<file path="config.mk">
export PLATFORM = sky130hd
export DESIGN_NAME = fp_estimate_and_int16_convert
export DESIGN_NICKNAME = d
export VERILOG_FILES = /design/src/rtl/fp_est_pkg.sv /design/src/rtl/fp_issue_if.sv /design/src/rtl/fp_est_unit.sv /design/src/rtl/fp_estimate_and_int16_convert.sv
export SDC_FILE = /design/constraint.sdc
export NUM_CORES = 2
export LEC_CHECK = 0
export ABC_CLOCK_PERIOD_IN_PS = 253100
export BUFFER_PORTS_ARGS = -buffer_cell sky130_fd_sc_hd__clkbuf_2
export CORE_UTILIZATION = 53
export CTS_CLUSTER_SIZE = 10
export DETAILED_ROUTE_END_ITERATION = 6
export PLACE_DENSITY = 0.69
export SLEW_MARGIN = 20
export SYNTH_ARGS = -nofsm -noshare
export SYNTH_HDL_FRONTEND = slang
export SYNTH_SLANG_ARGS = --single-unit
</file>
<file path="constraint.sdc">
create_clock -name CLOCK -period 253.1 [get_ports CLOCK]
set_input_delay 12.655 -clock CLOCK [delete_from_list [all_inputs] [get_ports CLOCK]]
set_output_delay 12.655 -clock CLOCK [all_outputs]
set_load 0.02 [all_outputs]
</file>
<file path="src/rtl/fp_est_pkg.sv">
// constants and types shared by the estimate and convert slice
package fp_est_pkg;
    localparam logic [15:0] OPC_RECIP   = 16'he693;
    localparam logic [15:0] OPC_RSQRT   = 16'he692;
    localparam logic [15:0] OPC_TO_I16  = 16'he68c;
    localparam int          ROUND_BIT   = 15;
    localparam int          SRC_LSB     = 3;
    localparam int          DST_LSB     = 0;
    localparam int          NUM_REGS    = 8;
    localparam logic [31:0] FP_REG_RST  = 32'h0000_0000;
    localparam logic [31:0] FP_MAX_POS  = 32'h7f7f_ffff;
    localparam logic [31:0] FP_MIN_NORM = 32'h0080_0000;
    localparam logic [7:0]  EXP_BIAS    = 8'h7f;
    localparam logic [15:0] I16_MAX     = 16'h7fff;
    localparam logic [15:0] I16_MIN     = 16'h8000;

    typedef enum logic [1:0] {
        OP_RECIP = 2'b00,
        OP_RSQRT = 2'b01,
        OP_TRUNC = 2'b10,
        OP_ROUND = 2'b11
    } op_type;
endpackage

</file>
<file path="src/rtl/fp_issue_if.sv">
// issue bundle between decode and the execution unit
`timescale 1ns/1ps
interface fp_issue_if;
    logic         valid;
    fp_est_pkg::op_type op;
    logic [31:0]  src;
    logic [2:0]   dst;
    logic         done;
    logic [31:0]  result;
    logic [2:0]   res_dst;
    logic         uf;
    logic         of;
    modport issuer (output valid, op, src, dst, input done, result, res_dst, uf, of);
    modport unit   (input valid, op, src, dst, output done, result, res_dst, uf, of);
endinterface

</file>
<file path="src/rtl/fp_est_unit.sv">
// second pipeline stage: estimate and conversion arithmetic
`timescale 1ns/1ps
module fp_est_unit
    import fp_est_pkg::*;
(
    input  wire logic   clk,
    input  wire logic   rst,
    fp_issue_if.unit    iss
);
    typedef struct packed {
        logic        done;
        logic [31:0] result;
        logic [2:0]  res_dst;
        logic        uf;
        logic        of;
    } st_type;

    st_type st_reg;
    st_type st_next;

    // saturating float to signed 16 bit, optional round-half-even
    function automatic logic [15:0] to_i16(input logic [31:0] f, input logic rnd);
        logic [7:0]  e;
        logic [47:0] m;
        logic [23:0] ip;
        logic        g;
        logic        s;
        logic [24:0] mag;
        int          sh;
        e = f[30:23];
        m = {24'h0, (e != 8'h00), f[22:0]};
        to_i16 = 16'h0000;
        if (e == 8'hff && f[22:0] != 23'h0) begin
            to_i16 = I16_MAX;
        end else if (e >= 8'h8e) begin
            to_i16 = f[31] ? I16_MIN : I16_MAX;
        end else if (e >= 8'h7e) begin
            sh = 150 - int'(e);
            m  = m << (24 - sh);
            ip = m[47:24];
            g  = m[23];
            s  = |m[22:0];
            mag = {1'b0, ip};
            if (rnd && g && (s || ip[0]))
                mag = mag + 25'd1;
            if (!f[31] && mag > 25'h7fff)
                to_i16 = I16_MAX;
            else if (f[31] && mag > 25'h8000)
                to_i16 = I16_MIN;
            else
                to_i16 = f[31] ? 16'(-mag[15:0]) : mag[15:0];
        end
    endfunction

    // bitwise integer square root, one result bit per step
    function automatic logic [12:0] isqrt26(input logic [25:0] n);
        logic [12:0] r;
        logic [12:0] c;
        logic [25:0] sq;
        r = 13'h0;
        for (int i = 12; i >= 0; i--) begin
            c  = r | (13'h1 << i);
            sq = {13'h0, c} * {13'h0, c};
            if (sq <= n)
                r = c;
        end
        return r;
    endfunction

    // 12-bit divide keeps the seed well inside eight bits; wider would only cost area
    function automatic logic [13:0] recip_seed(input logic [11:0] f);
        logic [25:0] q;
        q = 26'h200_0000 / {13'h0, 1'b1, f};
        return q[13:0];
    endfunction

    always_comb begin
        logic [7:0]  e;
        logic [8:0]  ne;
        logic [13:0] rq;
        logic [12:0] s;
        logic [25:0] n;
        logic [15:0] q;
        e  = iss.src[30:23];
        ne = 9'h0;
        rq = 14'h0;
        s  = 13'h0;
        n  = 26'h0;
        q  = 16'h0;
        st_next = '0;
        st_next.done    = iss.valid;
        st_next.res_dst = iss.dst;
        if (iss.valid) begin
            unique case (iss.op)
                OP_RECIP: begin
                    rq = recip_seed(iss.src[22:11]);
                    if (e == 8'h00) begin
                        st_next.result = {1'b0, FP_MAX_POS[30:0]};
                        st_next.of = 1'b1;
                    end else if (e >= 8'hfd) begin
                        // result would be denormal or zero: clamp to smallest normal, sign kept
                        st_next.result = {iss.src[31], FP_MIN_NORM[30:0]};
                        st_next.uf = 1'b1;
                    end else begin
                        ne = 9'd253 - {1'b0, e} + {8'h0, rq[13]};
                        st_next.result = {iss.src[31], ne[7:0], rq[11:0], 11'h0};
                    end
                end
                OP_RSQRT: begin
                    if (e == 8'h00 || iss.src[31]) begin
                        st_next.result = FP_MAX_POS;
                        st_next.of = 1'b1;
                    end else if (e == 8'hff) begin
                        st_next.result = FP_MIN_NORM;
                        st_next.uf = 1'b1;
                    end else begin
                        // odd exponent roots the mantissa, even roots twice it: one octave either way
                        n  = e[0] ? {2'b01, iss.src[22:0], 1'b0} : {1'b1, iss.src[22:0], 2'b00};
                        s  = isqrt26(n);
                        rq = recip_seed(s[11:0]);
                        ne = 9'd380 - {1'b0, e};
                        st_next.result = {1'b0, 8'(ne[8:1] + {7'h0, rq[13]}), rq[11:0], 11'h0};
                    end
                end
                OP_TRUNC, OP_ROUND: begin
                    q = to_i16(iss.src, iss.op == OP_ROUND);
                    st_next.result = {{16{q[15]}}, q};
                end
            endcase
        end
    end

    always_ff @(posedge clk) begin
        if (rst)
            st_reg <= '0;
        else
            st_reg <= st_next;
    end

    assign iss.done    = st_reg.done;
    assign iss.result  = st_reg.result;
    assign iss.res_dst = st_reg.res_dst;
    assign iss.uf      = st_reg.uf;
    assign iss.of      = st_reg.of;

    a_conv_flags: assert property (@(posedge clk) disable iff (rst)
        iss.valid && iss.op[1] |=> !iss.uf && !iss.of) else $error("convert raised a flag");
    a_conv_signext: assert property (@(posedge clk) disable iff (rst)
        $past(iss.valid && iss.op[1]) |-> iss.result[31:16] == {16{iss.result[15]}}) else $error("no sign extension");
    a_est_nonan: assert property (@(posedge clk) disable iff (rst)
        $past(iss.valid && !iss.op[1]) |-> iss.result[30:23] != 8'hff && iss.result[30:23] != 8'h00)
        else $error("estimate gave nan, zero or denormal");
endmodule

</file>
<file path="src/rtl/fp_estimate_and_int16_convert.sv">
// estimate and short convert slice with its register file and status flags
`timescale 1ns/1ps
module fp_estimate_and_int16_convert
    import fp_est_pkg::*;
(
    input  wire logic        CLOCK,
    input  wire logic        SYS_RST,
    input  wire logic        INSTR_VALID,
    input  wire logic [15:0] INSTR_LSW,
    input  wire logic [15:0] INSTR_MSW,
    input  wire logic        LOAD_VALID,
    input  wire logic [2:0]  LOAD_IDX,
    input  wire logic [31:0] LOAD_DATA,
    input  wire logic [2:0]  READ_IDX,
    input  wire logic        FLAG_CLEAR,
    output logic [31:0]      READ_DATA,
    output logic             OP_ACCEPTED,
    output logic             OP_DONE,
    output logic             LATCHED_UNDERFLOW_FLAG,
    output logic             LATCHED_OVERFLOW_FLAG
);
    typedef struct packed {
        logic [NUM_REGS-1:0][31:0] fp_reg;
        logic [31:0]               read_data;
        logic                      accepted;
        logic                      done;
        logic                      latched_underflow_flag;
        logic                      latched_overflow_flag;
    } st_type;

    st_type st_reg;
    st_type st_next;

    fp_issue_if iss();

    fp_est_unit u_unit (
        .clk (CLOCK),
        .rst (SYS_RST),
        .iss (iss.unit)
    );

    function automatic logic is_recip(input logic [15:0] lsw);
        is_recip = (lsw == OPC_RECIP);
    endfunction

    function automatic logic is_rsqrt(input logic [15:0] lsw);
        is_rsqrt = (lsw == OPC_RSQRT);
    endfunction

    function automatic logic is_conv(input logic [15:0] lsw);
        is_conv = (lsw == OPC_TO_I16);
    endfunction

    logic        dec_ok;
    logic [2:0]  src_idx;

    always_comb begin
        src_idx   = INSTR_MSW[SRC_LSB +: 3];
        dec_ok    = INSTR_VALID && (is_recip(INSTR_LSW) || is_rsqrt(INSTR_LSW) || is_conv(INSTR_LSW));
        iss.valid = dec_ok;
        iss.src   = st_reg.fp_reg[src_idx];
        iss.dst   = INSTR_MSW[DST_LSB +: 3];
        if (is_recip(INSTR_LSW))
            iss.op = OP_RECIP;
        else if (is_rsqrt(INSTR_LSW))
            iss.op = OP_RSQRT;
        else if (INSTR_MSW[ROUND_BIT])
            iss.op = OP_ROUND;
        else
            iss.op = OP_TRUNC;
    end

    // result written two cycles after issue; the delay-slot instruction
    // must not use that register, so no forwarding is built
    always_comb begin
        st_next = st_reg;
        st_next.accepted = dec_ok;
        st_next.done     = iss.done;
        if (LOAD_VALID)
            st_next.fp_reg[LOAD_IDX] = LOAD_DATA;
        if (iss.done)
            st_next.fp_reg[iss.res_dst] = iss.result;
        if (FLAG_CLEAR) begin
            st_next.latched_underflow_flag = 1'b0;
            st_next.latched_overflow_flag = 1'b0;
        end
        // set beats a clear in the same cycle
        if (iss.done && iss.uf)
            st_next.latched_underflow_flag = 1'b1;
        if (iss.done && iss.of)
            st_next.latched_overflow_flag = 1'b1;
        st_next.read_data = st_next.fp_reg[READ_IDX];
    end

    always_ff @(posedge CLOCK) begin
        if (SYS_RST) begin
            st_reg <= '0;
            for (int i = 0; i < NUM_REGS; i++)
                st_reg.fp_reg[i] <= FP_REG_RST;
        end else begin
            st_reg <= st_next;
        end
    end

    assign READ_DATA              = st_reg.read_data;
    assign OP_ACCEPTED            = st_reg.accepted;
    assign OP_DONE                = st_reg.done;
    assign LATCHED_UNDERFLOW_FLAG = st_reg.latched_underflow_flag;
    assign LATCHED_OVERFLOW_FLAG  = st_reg.latched_overflow_flag;

    a_two_cycle_done: assert property (@(posedge CLOCK) disable iff (SYS_RST)
        dec_ok |=> ##1 OP_DONE) else $error("op did not complete in two cycles");
    a_recip_decode: assert property (@(posedge CLOCK) disable iff (SYS_RST)
        INSTR_VALID && INSTR_LSW == 16'he693 |-> iss.op == OP_RECIP) else $error("recip not decoded");
    a_rsqrt_decode: assert property (@(posedge CLOCK) disable iff (SYS_RST)
        INSTR_VALID && INSTR_LSW == 16'he692 |-> iss.op == OP_RSQRT) else $error("rsqrt not decoded");
    a_round_decode: assert property (@(posedge CLOCK) disable iff (SYS_RST)
        INSTR_VALID && INSTR_LSW == 16'he68c |-> iss.op == (INSTR_MSW[15] ? OP_ROUND : OP_TRUNC))
        else $error("convert variant wrong");
    a_flag_sticky: assert property (@(posedge CLOCK) disable iff (SYS_RST)
        LATCHED_UNDERFLOW_FLAG && !FLAG_CLEAR |=> LATCHED_UNDERFLOW_FLAG) else $error("underflow flag dropped");
    a_of_sticky: assert property (@(posedge CLOCK) disable iff (SYS_RST)
        LATCHED_OVERFLOW_FLAG && !FLAG_CLEAR |=> LATCHED_OVERFLOW_FLAG) else $error("overflow flag dropped");
    a_dest_written: assert property (@(posedge CLOCK) disable iff (SYS_RST)
        dec_ok && !LOAD_VALID ##1 !LOAD_VALID |=> st_reg.fp_reg[$past(iss.dst, 2)] == $past(iss.result))
        else $error("destination not updated");
    a_conv_noflag: assert property (@(posedge CLOCK) disable iff (SYS_RST)
        dec_ok && iss.op[1] ##1 !FLAG_CLEAR |=> $stable(LATCHED_OVERFLOW_FLAG) && $stable(LATCHED_UNDERFLOW_FLAG))
        else $error("convert changed flags");

    c_recip:  cover property (@(posedge CLOCK) dec_ok && iss.op == OP_RECIP);
    c_rsqrt:  cover property (@(posedge CLOCK) dec_ok && iss.op == OP_RSQRT);
    c_round:  cover property (@(posedge CLOCK) dec_ok && iss.op == OP_ROUND);
    c_of_set: cover property (@(posedge CLOCK) $rose(LATCHED_OVERFLOW_FLAG));
endmodule

</file>
=== Word-level counts from Yosys, hierarchy flattened ===
Index checks and enable logic that the tools add are counted.

* Memories kept: 0
* Bits in read-only memories: 0
* Logic and storage cells: 205
* Flip-flop bits (word level): 329
* Bits in latches: 0
* Output and inout bits: 36
* Input bits: 75
* Bits in writable memories: 0

* $lt $le $gt $ge: 24
* Equality and inequality tests: 7
* Mux-type cells: 109
* Divide/modulo/power cells: 2
* Bitwise logic cells: 1
* Shift-type cells: 1
* Add/sub/neg operators: 8
* $mul: 12
* Reduce and logical (&&, ||, !) cells: 24

{| class="wikitable"
|+ Operator list
! kind !! number
|-
| $mux 13 || 49
|-
| $bwmux 256 || 2
|-
| $mux 256 || 2
|-
| $le 26x26->1 || 12
|-
| $mul 13x13->26 || 12
|-
| $bmux 32 s3 || 2
|-
| $demux 32 s3 || 2
|-
| $mux 32 || 6
|-
| $mux 25 || 6
|-
| $mux 16 || 7
|-
| $pmux 32 s3 || 1
|-
| $mux 31 || 2
|-
| $mux 12 || 5
|-
| $div 26x13->26 const A || 2
|-
| $eq 16x16->1 const B || 3
|-
| $shl 24x32->48 || 1
|-
| $sub 6x32->32 const A || 1
|-
| $le 25x26->1 const A || 1
|-
| $mux 26 || 1
|-
| $add 24x1->25 const B || 1
|-
| $gt 25x15->1 const B || 1
|-
| $gt 25x16->1 const B || 1
|-
| $reduce_bool 23->1 || 1
|-
| $reduce_or 23->1 || 1
|-
| other kinds (33) || 66
|}

=== Longest topological paths before layout ===
* Depth in word-level cells: 98
* Mapped depth: 574
* Mapped depth without buffers: 542

=== Cells and area by module ===
Synthesis repeated with hierarchy kept, for this count alone.

* Cells, all modules: 8135
* Area total of the unflattened synthesis: 64131.5 µm²

{| class="wikitable"
|+ Modules (own cells, without submodules)
! module !! cells each !! instances !! area an instance (µm²) !! seq. area each (µm²)
|-
| fp_est_unit || 6223 || 1 || 46458.3 || 760.7
|-
| fp_estimate_and_int16_convert || 1912 || 1 || 17673.2 || 5845.6
|}

=== Worst setup path after synthesis ===
Ideal clock, no wire load.

* Kind: input port to flip-flop
* Start: in INSTR_MSW[3]
* End: reg u_unit.st_reg (netlist bit u_unit.iss.result[11])
* Stages on the path: 536
* Data required time: 252967 ps
* Slack: 130276 ps
* Setup time: 133 ps
* Arrival: 122692 ps
* Path buffers: 32
* Cells stage by stage: buf_6 > buf_12 > buf_6 > mux4_2 > mux2i_4 > inv_2 > clkbuf_1 > clkbuf_1 > clkbuf_1 > ha_1 > nand4_1 > nor2_1 > nor2_1 > a21oi_1 > ha_1 > inv_1 > ha_1 > a21o_1 > [... 500 more ...] > ha_1 > a21oi_1 > nor2b_1 > o21ai_0 > nand2b_1 > a21oi_1 > nor2b_1 > o21ai_0 > nand2b_1 > a21oi_1 > nor2b_1 > a2111oi_0 > a21oi_1 > a21oi_1 > nand2_1 > a211o_1 > o31ai_1 > a31oi_1

* Cells in the longest elaborated chain, start to end: 97
* Elaborated cells between the ends (all ways): 136
* Those cells by class: 4 x add/sub; 12 x mul; 2 x div; 18 x order compare; 1 x eq/ne; 1 x shift; 86 x mux; 12 x reduce/logical

{| class="wikitable"
|+ Ends and longest elaborated chain
! what !! line !! source
|-
| start: declaration || fp_estimate_and_int16_convert.sv:10 || <nowiki>input wire logic [15:0] INSTR_MSW,</nowiki>
|-
| $bmux 32 s3 * || fp_estimate_and_int16_convert.sv:61 || <nowiki>iss.src = st_reg.fp_reg[src_idx];</nowiki>
|-
| $mux 32 (implied by the code) * || fp_estimate_and_int16_convert.sv:61 ||
|-
| $mux 26 || fp_est_unit.sv:118 || <nowiki>n = e[0] ? {2'b01, iss.src[22:0], 1'b0} : {1'b1, iss.src[22:0], 2'b00};</nowiki>
|-
| $le 25x26->1 || fp_est_unit.sv:64 || <nowiki>if (sq <= n)</nowiki>
|-
| $mux 13 || fp_est_unit.sv:64 ||
|-
| $mux 13 || fp_est_unit.sv:113 || <nowiki>end else if (e == 8'hff) begin</nowiki>
|-
| $mux 13 || fp_est_unit.sv:110 || <nowiki>if (e == 8'h00 || iss.src[31]) begin</nowiki>
|-
| $mux 13 || fp_est_unit.sv:94 || <nowiki>unique case (iss.op)</nowiki>
|-
| [... 81 more ...] || n/a ||
|-
| $mux 12 || fp_est_unit.sv:113 ||
|-
| $mux 12 || fp_est_unit.sv:110 ||
|-
| $mux 12 || fp_est_unit.sv:94 ||
|-
| $mux 12 || fp_est_unit.sv:93 || <nowiki>if (iss.valid) begin</nowiki>
|-
| $div 26x13->26 || fp_est_unit.sv:73 || <nowiki>q = 26'h200_0000 / {13'h0, 1'b1, f};</nowiki>
|-
| $mux 31 || fp_est_unit.sv:113 ||
|-
| $mux 32 || fp_est_unit.sv:110 ||
|-
| $pmux 32 s3 * || fp_est_unit.sv:94 ||
|-
| end signal: assignment || fp_est_unit.sv:137 || <nowiki>st_reg <= st_next;</nowiki>
|-
| end: declaration || fp_est_unit.sv:18 || <nowiki>st_type st_reg;</nowiki>
|}

Every way passes the cells marked *; elsewhere a longest branch is shown, timed or not. The select of a mux whose other input is x is not followed.
A chain may end at the register's enable or synchronous reset.

=== Worst setup path in the final report ===
Ends and elaborated chain as after synthesis.

==> flow_summary.toml <==
[run_status]
status = "finished clean"

[cells_and_area]
layout_common_cells = "nor2_1, ha_1, a21oi_1, inv_1, nand2_1"
final_common_cell = "nor2_1"
final_area_um2 = 67000
fin_cells = 9808
area_growth_syn_to_layout_pct = 4.64
largest_reg_flops = 256
nets = 9323
drive_gt1_frac = 0.0784

[global_route]
track_usage = 0.315
overflow = 0
grt_pass1_vias = 58418
grt_first_pass_wirelength_um = 312000
antenna_found_initial = 6
grt_max_degree = 211

[cts]
cts_tree = "yes"
cts_setup_buffers = 0
ctsHoldBuffers = 0
clkSlewWorstSetupHoldPaths_ps = 50
numCtsBuffers = 40
ctsResizeCount = 0
cts_sinks = 329
cts_root_buffer = "clkbuf_16"
htreeDepth = 2
clk_latency_ps = 580
clk_path_buf_depth = 3

[worst_setup_path]
cp_slowest_cell = "a221oi_1"
crit_path_end_kind = "flop"
path_max_fanout = 48
cp.arrival_ps = 133850
cp.depth = 530
crit_path_max_incr_delay_ps = 870
path_buf_inv = 64
cp.required_ps = 253510
reg2reg_depth = 524
critical_path.top_delay_family = "compound AO/OA/AOI/OAI gates"
crit_type = "primary input to flop"
cpMostUsedCell = "a21oi_1"
cp-start-kind = "primary input"

[die]
die_y_um = 350
top_level_ports = 111
die_area_um2 = 122000
fp.dieW_um = 350
rows = 127
coreArea_um2 = 120000
start_util = 0.534

[timing]
fin_crit_ps = 133450
setup_tns_ps = 0
relSlewSlack = 0.264
hold_viol = 0
fin_crit_sh = 0.527
rsz0062_at_grt = "no"
finalSetupViolations = 0
max_freq_ghz = 0.00749
worst_pin_slew_ps = 1100
skew_ps = 18.5
slew_violations = 0

[placement]
hpwl_um = 149000
gp_congestion = 0.946
numPortBuffers = 101
post_dp_cell_area_um2 = 65800
dp_cells = 9754

[logic_synthesis]
synthArstFlopShare = 0
syn-mean-instance-area_um2 = 7.69
synth_cell_types = 135
yosysSeqAreaShare = 0.103
synthCells = 8326
synth_edf_count = 0
yosysWarningCount = 0
synth_ff_type = "dfxtp_1"
synth_seq_cells = 329
syn-cell-area_um2 = 64000

[route]
ant_nets = 0
via_per_inst = 6.22
drt-pass1-iter-count = 7
post_drt_wl_per_cell_um = 20.2
drc_errors = 0
drtIter0Drc = 4994
vias = 61036
drt_wl_total_um = 198000

[job]
max_cap_viol_count = 0

[min_path]
hold_class = "flop to flop"
hold_path_depth = 2
-- metal layers --
layer / track usage / routed length, um / up-vias
li1: - / - / 29228
met1: 0.416 / 85700 / 29248
met2: 0.523 / 90400 / 2145
met3: 0.0439 / 14500 / 407
met4: 0.115 / 7240 / 8
met5: 0 / 57 / -
-- worst reg2reg max path: cells and delay by family (launching register included) --
kind	cells	cell delay [ps]
adders and majority gates	87	32470
xor gates and xnor gates	15	2250
DFF	1	310
and+or+nand+nor	121	24240
muxes	6	2330
AOI/OAI and AO/OA	237	47360
buffers and inverters	58	10860
-- stage by stage --
step | utilization | hold slack, ps | setup WS (ps)
floorplan | - | 438 | 130280
global placement | 0.549 | 471 | 122530
detailed placement | 0.549 | 482 | 121020
CTS | 0.559 | 488 | 121110
global route | 0.559 | 530 | 110880
finish | 0.559 | 485 | 119660
-- synth_stat cells, drive strengths merged, types with 194 or more instances --
master | n | area [um^2]
nor2 | 935 | 3540
dfxtp | 329 | 6590
inv | 700 | 2630
nand2 | 580 | 2180
ha | 799 | 10000
nor2b | 194 | 1210
o21ai | 479 | 2430
a21oi | 728 | 3690
clkbuf | 297 | 1110
xnor2 | 303 | 2670
mux2i | 369 | 3750
fa | 265 | 5310
-- logic make-up (layout without fill, tap and decap cells) --
logic type                 Yosys count  in the layout  synth area share
xor gates and xnor gates           421            421            0.0579
and+or+nand+nor                   2660           2660             0.202
muxes                              551            551             0.111
buffers and inverters             1124            970            0.0704
adders and majority gates         1064           1064             0.239
other                                2             26          0.000117
DFF                                329            329             0.103
AOI/OAI and AO/OA                 2175           2175             0.217
-- worst paths after layout --
kind / startpoint / end / slack (ps)
max: INSTR_MSW[3] / u_unit.iss.result[11] / 119660
min: u_unit.iss.of / LATCHED_OVERFLOW_FLAG / 490
max reg2reg: st_reg[262] / u_unit.iss.result[11] / 133210
min reg2reg: u_unit.iss.of / LATCHED_OVERFLOW_FLAG / 490
-- area by class of cell --
class	instances	area (um^2)
well taps	1612	2020
clock inverters	5	65.1
multi-input cells	6894	53200
inverters	702	2640
flip-flops and latches	329	6590
fillers	11444	52800
diodes	3	7.51
repair buffers	217	1410
clock buffers	46	1070
Power is not shown: default switching activity piles up to over one toggle a cycle in this logic, so the estimate is an artifact.
